### src/logic/wdt_defines.svh
// Contract
// normal-mode timeout: system reset, set status flag
// stop-mode timeout starts stop recovery instead
// stop timeout sets status and stop flags
// software writes 55H then AAH first
// unlock writes leave control bits unchanged
// software writes upper, high, low in order
// stray write resets lock machine
// reload writes ignored unless unlocked
// reload copied to counter on enable, refresh
// control register write-only, reads unreliable
// upper:high:low form 24-bit countdown to zero
`ifndef WDT_DEFINES_SVH
`define WDT_DEFINES_SVH

// ==========================================
// register addresses (byte bus, 12-bit space)
`define WDT_ADDR_CTL     12'hFF0
`define WDT_ADDR_RLD_U   12'hFF1
`define WDT_ADDR_RLD_H   12'hFF2
`define WDT_ADDR_RLD_L   12'hFF3

// ==========================================
// unlock pattern
`define WDT_UNLOCK_1     8'h55
`define WDT_UNLOCK_2     8'hAA

// ==========================================
// control bit positions and reset values
`define WDT_CTL_BIT_STOP    1
`define WDT_CTL_BIT_STATUS  0
`define WDT_RLD_RESET       24'hFFFFFF
`define WDT_CNT_ZERO        24'h000000

`endif

### src/logic/wdt_pkg.sv
package wdt_pkg;
   // lock sequence states
   typedef enum logic [2:0] {
      LK_IDLE,
      LK_GOT_55,
      LK_OPEN_U,
      LK_OPEN_H,
      LK_OPEN_L
   } lock_state_t;
endpackage

### src/logic/wdt_core.sv
`timescale 1ns/1ps
`default_nettype none
`include "wdt_defines.svh"

// watchdog counter, timeout handling and reload bytes
module wdt_core #(
   parameter int CNT_W = 24   // counter width, three bytes
) (
   // clock and reset
   input  wire logic        mclk_i,
   input  wire logic        nrst_i,
   // register write port (same clock domain)
   input  wire logic        wr_en_i,
   input  wire logic [11:0] wr_addr_i,
   input  wire logic [7:0]  wr_data_i,
   // register read port
   input  wire logic        rd_en_i,
   input  wire logic [11:0] rd_addr_i,
   output logic [7:0]       rd_data_o,
   // control inputs
   input  wire logic        wdt_enable_i,
   input  wire logic        refresh_i,
   input  wire logic        reset_on_timeout_i,
   input  wire logic        stop_mode_i,
   input  wire logic        flags_clear_i,
   // outputs
   output logic             sys_reset_req_o,
   output logic             stop_recovery_o,
   output logic             timeout_status_flag_o,
   output logic             stop_flag_o,
   output logic [23:0]      counter_o
);
   // ==========================================
   // elaboration checks
   if (CNT_W != 24) begin : g_bad_width
      $error("counter width must be 24");
   end

   // ==========================================
   // state
   typedef struct packed {
      logic [7:0]  rld_u;     // reload upper byte
      logic [7:0]  rld_h;     // reload high byte
      logic [7:0]  rld_l;     // reload low byte
      logic [23:0] cnt;       // down counter
      logic        en_prev;   // enable delayed, for edge
      logic        tout;      // timeout status flag
      logic        stopf;     // stop indication flag
      logic        rst_req;   // system reset pulse
      logic        smr;       // stop recovery pulse
      logic [7:0]  rdat;      // read data
   } core_regs_t;

   core_regs_t r_q;   // registered state
   core_regs_t r_d;   // next state

   logic g_u;         // upper byte write accepted
   logic g_h;         // high byte write accepted
   logic g_l;         // low byte write accepted
   logic swallow;     // unlock write, control untouched
   logic [23:0] rld;  // assembled reload value
   logic expire;      // counter reaching zero this cycle

   // ==========================================
   // lock sequencer
   wdt_lock_fsm u_lock (
      .mclk_i        (mclk_i),
      .nrst_i        (nrst_i),
      .wr_en_i       (wr_en_i),
      .wr_addr_i     (wr_addr_i),
      .wr_data_i     (wr_data_i),
      .grant_u_o     (g_u),
      .grant_h_o     (g_h),
      .grant_l_o     (g_l),
      .ctl_swallow_o (swallow)
   );

   assign rld = {r_q.rld_u, r_q.rld_h, r_q.rld_l};
   assign expire = r_q.en_prev && (r_q.cnt == `WDT_CNT_ZERO + 24'h000001);

   // ==========================================
   // next-state logic
   always_comb begin
      r_d = r_q;
      r_d.rst_req = 1'b0;
      r_d.smr = 1'b0;
      r_d.en_prev = wdt_enable_i;
      // reload bytes only on granted steps
      if (g_u) r_d.rld_u = wr_data_i;
      if (g_h) r_d.rld_h = wr_data_i;
      if (g_l) r_d.rld_l = wr_data_i;
      // unlock writes do not alter control state; other
      // control writes are not modelled beyond the flags
      if (swallow) r_d.tout = r_q.tout;
      // software clear, lower priority than a new timeout
      if (flags_clear_i) begin
         r_d.tout = 1'b0;
         r_d.stopf = 1'b0;
      end
      // counter
      if (wdt_enable_i && (!r_q.en_prev || refresh_i)) begin
         r_d.cnt = rld;
      end else if (wdt_enable_i && r_q.cnt != `WDT_CNT_ZERO) begin
         r_d.cnt = r_q.cnt - 24'h000001;
      end
      // timeout handling, set wins over clear
      if (wdt_enable_i && expire && !refresh_i && reset_on_timeout_i) begin
         r_d.tout = 1'b1;
         if (stop_mode_i) begin
            r_d.smr = 1'b1;
            r_d.stopf = 1'b1;
         end else begin
            r_d.rst_req = 1'b1;
         end
      end
      // write-only control: its address reads zero
      r_d.rdat = 8'h00;
      if (rd_en_i) begin
         case (rd_addr_i)
            `WDT_ADDR_RLD_U: r_d.rdat = r_q.rld_u;
            `WDT_ADDR_RLD_H: r_d.rdat = r_q.rld_h;
            `WDT_ADDR_RLD_L: r_d.rdat = r_q.rld_l;
            default:         r_d.rdat = 8'h00;
         endcase
      end
   end

   // ==========================================
   // state register
   always_ff @(posedge mclk_i or negedge nrst_i) begin
      if (!nrst_i) begin
         // byte slices of the reload reset value, cut on purpose
         r_q.rld_u   <= 8'(`WDT_RLD_RESET >> 16);
         r_q.rld_h   <= 8'(`WDT_RLD_RESET >> 8);
         r_q.rld_l   <= 8'(`WDT_RLD_RESET);
         r_q.cnt     <= `WDT_CNT_ZERO;
         r_q.en_prev <= 1'b0;
         r_q.tout    <= 1'b0;
         r_q.stopf   <= 1'b0;
         r_q.rst_req <= 1'b0;
         r_q.smr     <= 1'b0;
         r_q.rdat    <= 8'h00;
      end else begin
         r_q <= r_d;
      end
   end

   // ==========================================
   // outputs
   assign sys_reset_req_o       = r_q.rst_req;
   assign stop_recovery_o       = r_q.smr;
   assign timeout_status_flag_o = r_q.tout;
   assign stop_flag_o           = r_q.stopf;
   assign counter_o             = r_q.cnt;
   assign rd_data_o             = r_q.rdat;
endmodule
`default_nettype wire

### src/logic/wdt_lock_fsm.sv
`timescale 1ns/1ps
`default_nettype none
`include "wdt_defines.svh"

// unlock-and-reload sequencer for the reload bytes
module wdt_lock_fsm (
   // clock and reset
   input  wire logic       mclk_i,
   input  wire logic       nrst_i,
   // register write strobe
   input  wire logic       wr_en_i,
   input  wire logic [11:0] wr_addr_i,
   input  wire logic [7:0] wr_data_i,
   // reload byte write grants
   output logic            grant_u_o,
   output logic            grant_h_o,
   output logic            grant_l_o,
   // unlock pattern seen on control address
   output logic            ctl_swallow_o
);
   // ==========================================
   // state
   typedef struct packed {
      wdt_pkg::lock_state_t st;
   } lock_regs_t;

   lock_regs_t r_q;   // registered state
   lock_regs_t r_d;   // next state

   logic to_ctl;      // write hits control address
   logic to_u;        // write hits upper byte
   logic to_h;        // write hits high byte
   logic to_l;        // write hits low byte

   assign to_ctl = wr_addr_i == `WDT_ADDR_CTL;
   assign to_u   = wr_addr_i == `WDT_ADDR_RLD_U;
   assign to_h   = wr_addr_i == `WDT_ADDR_RLD_H;
   assign to_l   = wr_addr_i == `WDT_ADDR_RLD_L;

   // ==========================================
   // sequence tracking
   always_comb begin
      r_d = r_q;
      grant_u_o = 1'b0;
      grant_h_o = 1'b0;
      grant_l_o = 1'b0;
      ctl_swallow_o = 1'b0;
      if (wr_en_i) begin
         // any write not matching the next step drops the lock, except a repeated 55H, which restarts at LK_GOT_55
         r_d.st = wdt_pkg::LK_IDLE;
         case (r_q.st)
            wdt_pkg::LK_IDLE: begin
               if (to_ctl && wr_data_i == `WDT_UNLOCK_1) begin
                  r_d.st = wdt_pkg::LK_GOT_55;
                  ctl_swallow_o = 1'b1;
               end
            end
            wdt_pkg::LK_GOT_55: begin
               if (to_ctl && wr_data_i == `WDT_UNLOCK_2) begin
                  r_d.st = wdt_pkg::LK_OPEN_U;
                  ctl_swallow_o = 1'b1;
               end else if (to_ctl && wr_data_i == `WDT_UNLOCK_1) begin
                  // restart from the first byte
                  r_d.st = wdt_pkg::LK_GOT_55;
                  ctl_swallow_o = 1'b1;
               end
            end
            wdt_pkg::LK_OPEN_U: begin
               if (to_u) begin
                  r_d.st = wdt_pkg::LK_OPEN_H;
                  grant_u_o = 1'b1;
               end
            end
            wdt_pkg::LK_OPEN_H: begin
               if (to_h) begin
                  r_d.st = wdt_pkg::LK_OPEN_L;
                  grant_h_o = 1'b1;
               end
            end
            wdt_pkg::LK_OPEN_L: begin
               // sequence complete after the low byte
               if (to_l) begin
                  grant_l_o = 1'b1;
               end
            end
            default: r_d.st = wdt_pkg::LK_IDLE;
         endcase
      end
   end

   // ==========================================
   // state register
   always_ff @(posedge mclk_i or negedge nrst_i) begin
      if (!nrst_i) begin
         r_q.st <= wdt_pkg::LK_IDLE;
      end else begin
         r_q <= r_d;
      end
   end
endmodule
`default_nettype wire

### config.mk
export PLATFORM = sky130hd
export DESIGN_NAME = wdt_core
export DESIGN_NICKNAME = d
export VERILOG_FILES = /design/src/logic/wdt_pkg.sv /design/src/logic/wdt_core.sv /design/src/logic/wdt_lock_fsm.sv
export VERILOG_INCLUDE_DIRS = /design/src /design/src/logic
export SDC_FILE = /design/constraint.sdc
export NUM_CORES = 1
export LEC_CHECK = 0
export ABC_CLOCK_PERIOD_IN_PS = 2800
export BUFFER_PORTS_ARGS = -buffer_cell sky130_fd_sc_hd__buf_2
export CELL_PAD_IN_SITES_DETAIL_PLACEMENT = 1
export CELL_PAD_IN_SITES_GLOBAL_PLACEMENT = 1
export CORE_UTILIZATION = 42
export DETAILED_ROUTE_END_ITERATION = 12
export GPL_TIMING_DRIVEN = 0
export PLACE_DENSITY_LB_ADDON = 0.1
export SYNTH_ARGS = -nofsm -noshare
export SYNTH_HDL_FRONTEND = slang
export SYNTH_SLANG_ARGS = --single-unit
### constraint.sdc
create_clock -name mclk_i -period 2.8 [get_ports mclk_i]
set_clock_uncertainty 0.05 [all_clocks]
set_input_delay 0.42 -clock mclk_i [delete_from_list [all_inputs] [get_ports mclk_i]]
set_output_delay 0.42 -clock mclk_i [all_outputs]
set_load 0.005 [all_outputs]
After elaboration in Yosys (flattened, before gate mapping)
Index checks and enable logic that the tools add are counted.
- word-level logic and storage cells: 64
- input bits: 41
- bits in registers: 64
- output and inout port bits: 36
- $add $sub $neg: 1
- reduce and logical (&&, ||, !) cells: 15
- equality and inequality tests: 14
- mux-type cells: 23
- operators with widths (kind ; count):
    12-bit equality test, second input constant ; 7
    24-bit two-way mux ; 2
    24-bit by 1-bit equality test with 1-bit output, second input constant ; 1
    8-bit one-hot mux with 3 select lines ; 1
    24-bit nonzero test ; 1
    24-bit by 1-bit subtractor with 24-bit output, second input constant ; 1
    1-bit two-way mux ; 13
    3-bit one-hot mux with 4 select lines ; 1
    8-bit by 7-bit equality test with 1-bit output, second input constant ; 1
    8-bit equality test, second input constant ; 1
    1-bit logical AND ; 8
    8-bit two-way mux ; 1
    3-bit by 2-bit equality test with 1-bit output, second input constant ; 2
    3-bit two-way mux ; 2
    2-bit two-way mux ; 2
    4-bit two-way mux ; 1
    2-bit nonzero test ; 2
    3-bit by 1-bit equality test with 1-bit output, second input constant ; 1
    3-bit equality test, second input constant ; 1
    3-bit zero test ; 1
    1-bit zero test ; 2
    1-bit logical OR ; 1

Longest topological paths before layout
Gate-level depths: netlist (run 1).
- depth in word-level cells: 6
- depth in mapped cells: 8
- depth with buffers taken out: 7

Cells and area by module
From an unflattened synthesis (run 1), not the netlist that was laid out.
- cell total of the unflattened synthesis: 361
- area, all modules: 3676.0 µm²
- modules (own cells, without submodules) (module ; cells each ; seq. area each (µm²) ; area an instance (µm²) ; instances):
    wdt_core ; 327 ; 1556.5 ; 3348.2 ; 1
    wdt_lock_fsm ; 34 ; 75.1 ; 327.8 ; 1

Least setup slack after synthesis (run 1)
No wires, ideal clock.
- path type: reg-to-reg
- start point: reg r_q, in the netlist counter_o[0]
- end point: reg r_q, in the netlist counter_o[22]
- setup slack: 0.420 ns
- stages on the path, launching flop included: 8
- setup time: 0.079 ns
- period minus slack after synthesis: 2.380 ns
- arrival time: 2.251 ns
- data required time: 2.671 ns
- cells stage by stage: dfrtp_1 > inv_1 > ha_1 > nor4b_1 > nand4_1 > or4_1 > a21oi_1 > a2bb2oi_1
- longest elaborated chain between the ends: 3
- elaborated cells between the ends (all ways): 6
- those cells by class: add/sub: 1; mux: 2; reduce/logical: 3
- ends and longest elaborated chain (what ; RTL line ; source):
    start, declared ; wdt_core.sv:54 ; core_regs_t r_q;
    start signal, assigned ; wdt_core.sv:144 ; r_q <= r_d;
    24-bit by 1-bit subtractor with 24-bit output or 24-bit nonzero test (tied branches) ; -- ;
    24-bit two-way mux or 1-bit logical AND (tied branches) ; -- ;
    24-bit two-way mux or 2-bit nonzero test (tied branches) ; -- ;
Several ways; a longest one is shown, not always the timed one. The select of a mux whose other input is x is not followed.
A chain may end at the register's enable or synchronous reset.

Final worst setup path (run 1)
- start point: reg r_q, in the netlist counter_o[2]
- end point: reg r_q, in the netlist counter_o[0]
- longest elaborated chain between the ends: 3
- ends and longest elaborated chain (what):
    24-bit nonzero test (no line)
    1-bit logical AND (no line)
    2-bit nonzero test (no line)
No other way between the ends.

==> results of run 1 <==
==> layer usage <==
layer  wire length, um  up-vias  global-route usage, %
met5                 0        -                      0
met4               170        0                   9.36
met3               313       11                   3.32
met2              4910       71                   40.0
met1              4440     1531                   31.0
li1                  -     1437                      -
==> power by group <==
group          switching, uW  internal [uW]  leakage (uW)
combinational            207            176       0.00113
clock                    371            408     0.0000941
sequential              61.4            963      0.000778
total                    640           1550       0.00200
==> final timing paths <==
check / startpoint / to
min: nrst_i / counter_o[2]
min in group mclk_i: stop_mode_i / sys_reset_req_o
max reg2reg: counter_o[2] / counter_o[0]
max in group asynchronous: nrst_i / counter_o[18]
max: counter_o[2] / counter_o[0]
min reg2reg: timeout_status_flag_o / timeout_status_flag_o
==> cell type report <==
type / instances / area, sq um
buffer: 44 / 309
clock buffer: 12 / 135
clock inverter: 4 / 45.0
fill: 974 / 3920
inverter: 8 / 30.0
multi-input combinational: 232 / 1620
sequential: 64 / 1630
tap: 105 / 131
timing repair buffer: 77 / 393
==> critical path, delay by kind of cell (launching register included) <==
| family | cells | cell delay (ns) |
|---|---|---|
| AND/OR/NAND/NOR | 3 | 1.22 |
| AO/OA/AOI/OAI | 2 | 0.77 |
| flip-flops | 1 | 0.47 |
==> sequential cells by signal, indices dropped and copies added, names as in the netlist <==
name / flops
stop_recovery_o: 1
stop_flag_o: 1
timeout_status_flag_o: 1
u_lock.r_q: 3
sys_reset_req_o: 1
counter_o: 24
rd_data_o: 8
r_q: 25
==> cell families (layout without fill, tap and decap cells) <==
kind of cell / after synthesis / after routing / share of synthesized area (%)
fa+ha+maj: 3 / 3 / 1.05
flops: 64 / 64 / 45.8
buf+inv: 52 / 145 / 9.51
mux: 32 / 32 / 9.83
simple gates: 108 / 108 / 16.5
compound gates: 89 / 89 / 17.4
==> cells in the final DEF (no fill, tap or decap), drive strengths merged, types with 4 or more instances in the layout <==
master	instances
buf	113
dfrtp	40
nor2	31
mux2	24
dfstp	24
a21oi	22
clkbuf	20
nand2	19
o21ai	17
and2	11
o2bb2ai	11
nor3	10
inv	8
mux2i	8
nand4	6
a311oi	6
nand3	6
o22ai	5
nor4bb	4
a22oi	4
o31ai	4
==> per-stage QoR <==
stage	power [uW]	cell area (sq um)
6_report	2190	4300
5_1_grt	2280	4300
4_1_cts	2180	4260
3_5_place_dp	1410	4070
3_3_place_gp	1400	4070
2_1_floorplan	1250	3560
==> timing repair <==
action	4_1_cts	5_1_grt
setup buffers	0	2
setup endpoints to repair	3	12
pin swaps	0	1
gates resized for setup	1	3
hold buffers	0	0
==> results by group, run 1 <==
Critical path
  – Worst reg2reg path depth: 5
  – Worst setup path class: register to register
  – CP Max Fanout: 7
  – Flop-to-flop setup slack: approximately 0.17 ns
  – CP arrival: roughly 2.8 ns
  – Critical path capture point type: register
  – WP data required: between 2 and 3 ns
  – CP Launch Type: register
  – Crit-path cells: nor3_1 -> nand4b_1 -> o31ai_4 -> nor2_2 -> a221o_1
  – Slowest-stage cell, CP: nor3_1
  – Slowest Stage Delay on Critical Path: 0.73 ns

STA
  – Final setup margin: 0.169 ns
  – Setup tns final: 0 ns
  – Period minus WS final: around 2.6 ns
  – Fin. Hold Viols: 0
  – Worst Max-Slew Pin Slew: approximately 0.95 ns
  – Final setup viols: 0
  – Hold slack: between 0.1 and 0.15 ns
  – Slew Limit Fails: 0
  – Fmax: 380 MHz
  – Relative slew slack: 36.6%
  – RSZ-0062 raised after global routing: false
  – Final period utilization: 94.0%

Clocking
  – Clk_lat worst skew: 0.35 ns
  – CTS Buf Count: 9
  – Clk sink count: 64
  – CTS root buffer: clkbuf_8
  – Max Buffers Root-to-Sink: 2
  – H-tree Lvls: 3
  – CTS tree: built
  – Clock-pin slew on the worst setup and hold paths: approximately 0.08 ns

Floorplanning
  – Die X: 94.1 um
  – Initial core utilization: 43.4%
  – Row cnt: 33
  – I/O pin count: between 70 and 80
  – DIE HEIGHT: ~94 um
  – Die footprint: about 9000 sq um
  – Core area: just over 8000 sq um

Route
  – Residual DRC: 0
  – DR iter-0 viols: ~150
  – Vias per cell: ~5.6
  – WL per Instance: 18.0 um
  – Pre-antenna DRT Iters: 4
  – Final WL: roughly 10 mm
  – Via count: about 3100
  – Antenna Nets Post-Route: 0

Global routing
  – Global-route wire length before repair: 15.7 mm
  – Vias in the first global route: 3036
  – Total GRT Usage: between 20% and 30%
  – Initial antenna violation count: 0
  – GRT overflow: 0
  – Largest net degree at the start of global routing: 65

Power and ir drop
  – Peak supply drop: 0.242 mV
  – Leakage: about 0.002 uW
  – Pwr dens: roughly 500 nW/um^2

Placed design
  – Port buffer count: between 70 and 80
  – HPWL Detailed: 7.24 mm
  – Gpl congestion: between 0.7 and 0.8
  – Place WS: -0.302 ns
  – DP Cell Count: 528

Layout
  – Diodes inserted: 0
  – Area delta synth->final: 20.5%
  – Ratio of cells with drive above 1 in the final layout: between 40% and 50%
  – Fin util: 52.3%
  – Final net count: 480
  – Fin cells: approximately 550

Logic synthesis
  – Syn Std Cell Area: between 3000 and 4000 sq um
  – Flops & latches, synth: between 60 and 70
  – Top post-synthesis cells by area: dfrtp_1 28%, dfstp_2 18%, mux2_2 7.6%
  – EDFF count, synth: 0
  – Top_reg_cell synth: dfrtp_1
  – Synth top cells by count: 40 x dfrtp_1, 32 x buf_4, 30 x nor2_1
  – Syn nets: 392
  – Syn_area_per_cell: roughly 10 sq um
  – Register area share after synthesis: about 46%
  – Area leader, netlist: dfrtp_1
  – Count leader, synth: dfrtp_1
  – Cell count after synthesis: about 350
  – Top-area cell type share of the netlist area: approximately 28%
  – Synth cell types: 55
  – Post-synth ARST share: 100%
  – Yosys warns: 0

Job
  – Max-cap violations: 0

Hold path
  – Hold crit path type: input pin to async pin

Outcome
  – Outcome: completed
Power figures use the tool's default switching activity.
==> run 2: changes to the inputs <==
--- a/config.mk
+++ b/config.mk
@@ -14,6 +14,7 @@
 export DETAILED_ROUTE_END_ITERATION = 12
 export GPL_TIMING_DRIVEN = 0
 export PLACE_DENSITY_LB_ADDON = 0.1
+export SETUP_SLACK_MARGIN = 0.4
 export SYNTH_ARGS = -nofsm -noshare
 export SYNTH_HDL_FRONTEND = slang
 export SYNTH_SLANG_ARGS = --single-unit
==> results by group, run 2 (synthesized netlist as in run 1, its figures left out) <==
Placed design
  – Gpl congestion: a little under 0.8
  – HPWL Detailed: about 7.2 mm
  – Place WS: -0.302 ns
  – Port buffer count: 75

Floorplanning
  – I/O pin count: 77
  – Die X: 94.1 um
  – Initial core utilization: a little over two fifths
  – Die footprint: 8860 sq um
  – Row cnt: 33
  – Core area: 8220 sq um
  – DIE HEIGHT: 94.1 um

Layout
  – Max reg flops: 25
  – Area delta synth->final: 26.3%
  – Diodes inserted: 0
  – Most frequent cells in the layout: 74 x buf_2, 46 x buf_4, 38 x dfrtp_1, 30 x nor2_1
  – Ratio of cells with drive above 1 in the final layout: a little under half
  – Most common cell after layout, fill and taps aside: buf_2
  – Filler cells: roughly 950
  – Top reg by flops: r_q
  – Final net count: slightly below 500

Global routing
  – GRT overflow: 0
  – Total GRT Usage: about a quarter
  – Initial antenna violation count: 0
  – Vias in the first global route: about 3100
  – Global-route wire length before repair: 16.2 mm
  – Largest net degree at the start of global routing: 65

Clocking
  – Clock-pin slew on the worst setup and hold paths: around 0.070 ns
  – H-tree Lvls: 3
  – CTS Buf Count: 9
  – CTS tree: built
  – Hold_buf cts: 0
  – CTS root buffer: clkbuf_8
  – Max Buffers Root-to-Sink: 2
  – Clk_lat worst skew: around 0.34 ns
  – Clk sink count: 64

Route
  – Antenna Nets Post-Route: 0
  – Via count: approximately 3200
  – Vias per cell: between 5 and 6
  – Residual DRC: 0
  – Pre-antenna DRT Iters: 4
  – Final WL: around 11 mm
  – DR iter-0 viols: 163
  – WL per Instance: between 15 and 20 um

Power and ir drop
  – Int Pwr: about 1600 uW
  – Leakage: ~0.0021 uW
  – Total power: 2250 uW
  – Clock share of power: about a third
  – Switching part of the total: ~30%
  – Peak supply drop: 0.246 mV
  – Pwr dens: about 500 nW/um^2
  – P_sw: around 670 uW
  – Share of total power in combinational logic: between 10% and 20%
  – Sequential power share: 45.8%

STA
  – Period minus WS final: approximately 2.4 ns
  – Slew Limit Fails: 0
  – Final setup viols: 0
  – Final setup margin: roughly 0.37 ns
  – Worst Max-Slew Pin Slew: 0.940 ns
  – Relative slew slack: between 30 and 40%
  – Final period utilization: between 80% and 90%
  – Setup tns final: 0 ns
  – RSZ-0062 raised after global routing: true
  – Hold slack: between 0.1 and 0.15 ns
  – Fmax: roughly 410 MHz
  – Fin. Hold Viols: 0

Job
  – Max-cap violations: 0

Critical path
  – Critical path capture point type: register
  – WP data required: a little under 3 ns
  – CP arrival: around 2.6 ns
  – CP Max Fanout: 9
  – CP Launch Type: register
  – Worst setup path class: register to register

Hold path
  – Hold crit path type: input pin to async pin

Outcome
  – Outcome: completed
[run 2: power groups by stage]
stage          registers [uW]  logic [uW]  clock network, uW
3_3_place_gp             1030         364                  0
6_report                 1030         442                779
2_1_floorplan            1020         231                  0
4_1_cts                  1020         405                786
5_1_grt                  1040         488                826
3_5_place_dp             1030         375                  0
[run 2: through the flow]
stage          cells  area [sq um]  utilization, %
3_5_place_dp     528          4070            49.6
5_1_grt          558          4500            54.8
2_1_floorplan    348          3560               -
3_3_place_gp     528          4070            49.6
6_report         558          4500            54.8
4_1_cts          555          4390            53.4
[run 2: final cells by class]
class                      instances  area, sq um  area share [%]
clock inverter                     4         45.0            1.00
inverter                           8         30.0           0.667
multi-input combinational        232         1710            37.9
sequential                        64         1630            36.3
tap                              105          131            2.92
clock buffer                      12          135            3.00
timing repair buffer              89          500            11.1
buffer                            44          320            7.12
[run 2: timing repair]
item                       4_1_cts  5_1_grt
setup endpoints to repair       24       25
pin swaps                        5        1
hold endpoints to repair         0        0
cloned                           0        1
resized for setup               12       12
setup buffers                   11        2
[run 2: final timing paths]
kind | start | endpoint | slack, ns | depth (start not counted)
setup / recovery | counter_o[17] | counter_o[20] | 0.37 | 7
hold / removal | nrst_i | counter_o[11] | 0.14 | 1
setup reg to reg | counter_o[17] | counter_o[20] | 0.37 | 7
hold reg to reg | timeout_status_flag_o | timeout_status_flag_o | 0.43 | 1
max in group asynchronous | nrst_i | counter_o[17] | 1.98 | 1
min in group mclk_i | stop_mode_i | sys_reset_req_o | 0.21 | 2
[run 2: metal layers]
metal  GRT usage (%)  up-vias  share of wire (%)
li1                -     1461                  -
met1            31.8     1627                 43
met2            41.1       88                 51
met3            3.88       15                3.9
met4            9.49        0                1.6
met5               0        -                  0
[run 2: critical path: stages, from the launching register on]
cell      delay (ns)
dfrtp_2         0.42
or4_4           0.55
or4_4           0.48
o31a_1          0.28
buf_6           0.16
buf_12          0.14
a21oi_2         0.14
a311oi_2        0.06
==> run 3: changes to the inputs <==
--- a/config.mk
+++ b/config.mk
@@ -6,11 +6,12 @@
 export SDC_FILE = /design/constraint.sdc
 export NUM_CORES = 1
 export LEC_CHECK = 0
+export ABC_AREA = 1
 export ABC_CLOCK_PERIOD_IN_PS = 2800
 export BUFFER_PORTS_ARGS = -buffer_cell sky130_fd_sc_hd__buf_2
 export CELL_PAD_IN_SITES_DETAIL_PLACEMENT = 1
 export CELL_PAD_IN_SITES_GLOBAL_PLACEMENT = 1
-export CORE_UTILIZATION = 42
+export CORE_UTILIZATION = 40
 export DETAILED_ROUTE_END_ITERATION = 12
 export GPL_TIMING_DRIVEN = 0
 export PLACE_DENSITY_LB_ADDON = 0.1
==> results by group, run 3 <==
Floorplanning
  – DIE HEIGHT: between 100 and 150 um
  – Die X: just over 100 um
  – Row cnt: 36
  – Core area: around 9800 sq um
  – I/O pin count: just under 80
  – Initial core utilization: a little over 40%
  – Die footprint: 10600 sq um

Clocking
  – Max Buffers Root-to-Sink: 2
  – Clk sink count: 64
  – CTS root buffer: clkbuf_8
  – H-tree Lvls: 3
  – Clk_lat worst skew: between 0.3 and 0.4 ns
  – Hold_buf cts: 0
  – Post-CTS setup buffer count: 0
  – Clock-pin slew on the worst setup and hold paths: ~0.080 ns
  – Post-CTS resize count: 0
  – CTS tree: built
  – CTS Buf Count: 9

Critical path
  – Critical path capture point type: register
  – Worst reg2reg path depth: 9
  – Flop-to-flop setup slack: slightly below 0.9 ns
  – CP Max Fanout: 7
  – CP Launch Type: register
  – R2R Path End: counter_o[16]
  – WP data required: 3.01 ns
  – Setup crit start: counter_o[0]
  – Worst r2r src: counter_o[0]
  – Worst setup path class: register to register
  – CP arrival: 2.12 ns
  – Critical Path Sink: counter_o[16]

Global routing
  – GRT overflow: 0
  – Global-route wire length before repair: 21.0 mm
  – Largest net degree at the start of global routing: 65
  – Total GRT Usage: 26.5%
  – Initial antenna violation count: 0
  – Vias in the first global route: 4284

Route
  – Final WL: roughly 12 mm
  – DR iter-0 viols: 114
  – Via count: a little over 4000
  – Antenna Nets Post-Route: 0
  – WL per Instance: 15.4 um
  – Vias per cell: slightly above 5
  – Pre-antenna DRT Iters: 4
  – Residual DRC: 0

Logic synthesis
  – Synth top cells by count: 201 x nand2_1, 76 x nor2_1, 51 x inv_1
  – Count leader, synth: nand2_1
  – EDFF count, synth: 0
  – Syn_area_per_cell: ~7 sq um
  – Top-area cell type share of the netlist area: between 20% and 30%
  – Synth cell types: 32
  – Top_reg_cell synth: dfrtp_1
  – Post-synth ARST share: 100%
  – Area leader, netlist: dfrtp_1
  – Top post-synthesis cells by area: dfrtp_1 25%, nand2_1 19%, dfstp_2 15%
  – Yosys warns: 0
  – Register area share after synthesis: 40.1%
  – Flops & latches, synth: between 60 and 70
  – Syn nets: roughly 630
  – Syn Std Cell Area: between 4000 and 5000 sq um
  – Cell count after synthesis: 583

STA
  – Final period utilization: between 60% and 70%
  – Final setup viols: 0
  – Slew Limit Fails: 0
  – Setup tns final: 0 ns
  – Relative slew slack: ~45%
  – Fmax: about 520 MHz
  – Fin. Hold Viols: 0
  – Period minus WS final: around 1.9 ns
  – RSZ-0062 raised after global routing: false
  – Worst Max-Slew Pin Slew: 0.829 ns

Layout
  – Diodes inserted: 0
  – Most common cell after layout, fill and taps aside: nand2_1
  – Top reg by flops: r_q
  – Ratio of cells with drive above 1 in the final layout: between 20% and 30%
  – Fin cells: just over 800
  – Max reg flops: 25
  – Filler cells: ~1400
  – Most frequent cells in the layout: 201 x nand2_1, 79 x buf_2, 76 x nor2_1, 51 x inv_1, 45 x nand3_1
  – Area delta synth->final: 19.0%
  – Final net count: 714

Power and ir drop
  – Peak supply drop: around 0.26 mV
  – Pwr dens: about 610 nW/um^2
  – Leakage: between 0.002 and 0.003 uW

Hold path
  – Hold crit path type: input pin to async pin

Job
  – Max-cap violations: 0

Placed design
  – HPWL Detailed: 9.39 mm
  – DP Cell Count: 792
  – Gpl congestion: 0.843
  – Port buffer count: between 70 and 80

Outcome
  – Outcome: completed
## run 3: changes by cell type in the layout (fill, tap and decap cells not counted), sizes merged, moves of 8 or more
cell,change
o21ai,+24
nand2,+183
mux2i,-8
nor2,+58
o2bb2ai,-11
mux2,-24
nand3,+40
inv,+45
nand3b,+10
and2,-10
a21oi,-20
clkbuf,-9
## run 3: worst min path at each step
stage	startpoint	slack, ns	end
floorplan	nrst_i	0.07	counter_o[0]
global placement	r_q[50]	0.41	r_q[50]
detailed placement	r_q[49]	0.42	r_q[49]
CTS	nrst_i	0.14	timeout_status_flag_o
global route	stop_mode_i	0.16	sys_reset_req_o
finish	nrst_i	0.11	stop_recovery_o
## run 3: cell type report
type / instances / area (sq um) / area share [%]
repair buffers: 76 / 383 / 7.91
multi-input cells: 423 / 1920 / 39.6
inverters: 53 / 201 / 4.16
flip-flops and latches: 64 / 1630 / 33.7
clock inverters: 5 / 50.0 / 1.03
clock buffers: 11 / 174 / 3.59
plain buffers: 43 / 317 / 6.54
well taps: 133 / 166 / 3.44
## run 3: logic make-up after synthesis
| group | count (synthesis) | share of synthesized area [%] |
|---|---|---|
| AND/OR/NAND/NOR | 372 | 39.8 |
| buffers and inverters | 96 | 12.7 |
| flip-flops | 64 | 40.1 |
| AO/OA/AOI/OAI | 45 | 5.78 |
| XOR/XNOR | 3 | 0.646 |
| adder cells (fa/ha/maj) | 3 | 0.923 |
## run 3: metrics by stage
stage	hold slack [ns]	power [uW]	worst slack, ns	cell area [sq um]	utilization, %
after detailed placement	0.418	2040	0.892	4620	47.0
after global placement	0.414	2000	0.949	4620	47.0
after CTS	0.143	2970	0.880	4840	49.3
after floorplan	0.0744	1720	1.30	4070	-
after global routing	0.158	3140	0.691	4840	49.3
final	0.109	2950	0.895	4840	49.3
## run 3: layer usage
| metal | GRT usage (%) | vias up | share of wire [%] |
|---|---|---|---|
| met5 | 0 | - | 0 |
| met4 | 11.1 | 0 | 2.9 |
| met3 | 4.81 | 32 | 3.4 |
| met2 | 47.1 | 81 | 51 |
| met1 | 31.4 | 2005 | 43 |
| li1 | - | 1987 | - |
## run 3: worst max-delay path: stages (launching register included)
cell and delay (ns):
dfrtp_1 0.45, inv_1 0.24, ha_1 0.26, nand2_1 0.15, nor2_4 0.22, nand3_1 0.14
nand2_1 0.09, nand3_1 0.08, nand2_1 0.07, nand2_1 0.05
## run 3: power breakdown
part / total (uW) / leakage (uW) / switching, uW / internal (uW)
combinational: 900 / 0.00165 / 540 / 359
clock: 917 / 0.000119 / 404 / 513
sequential: 1130 / 0.000776 / 136 / 997
total: 2950 / 0.00255 / 1080 / 1870
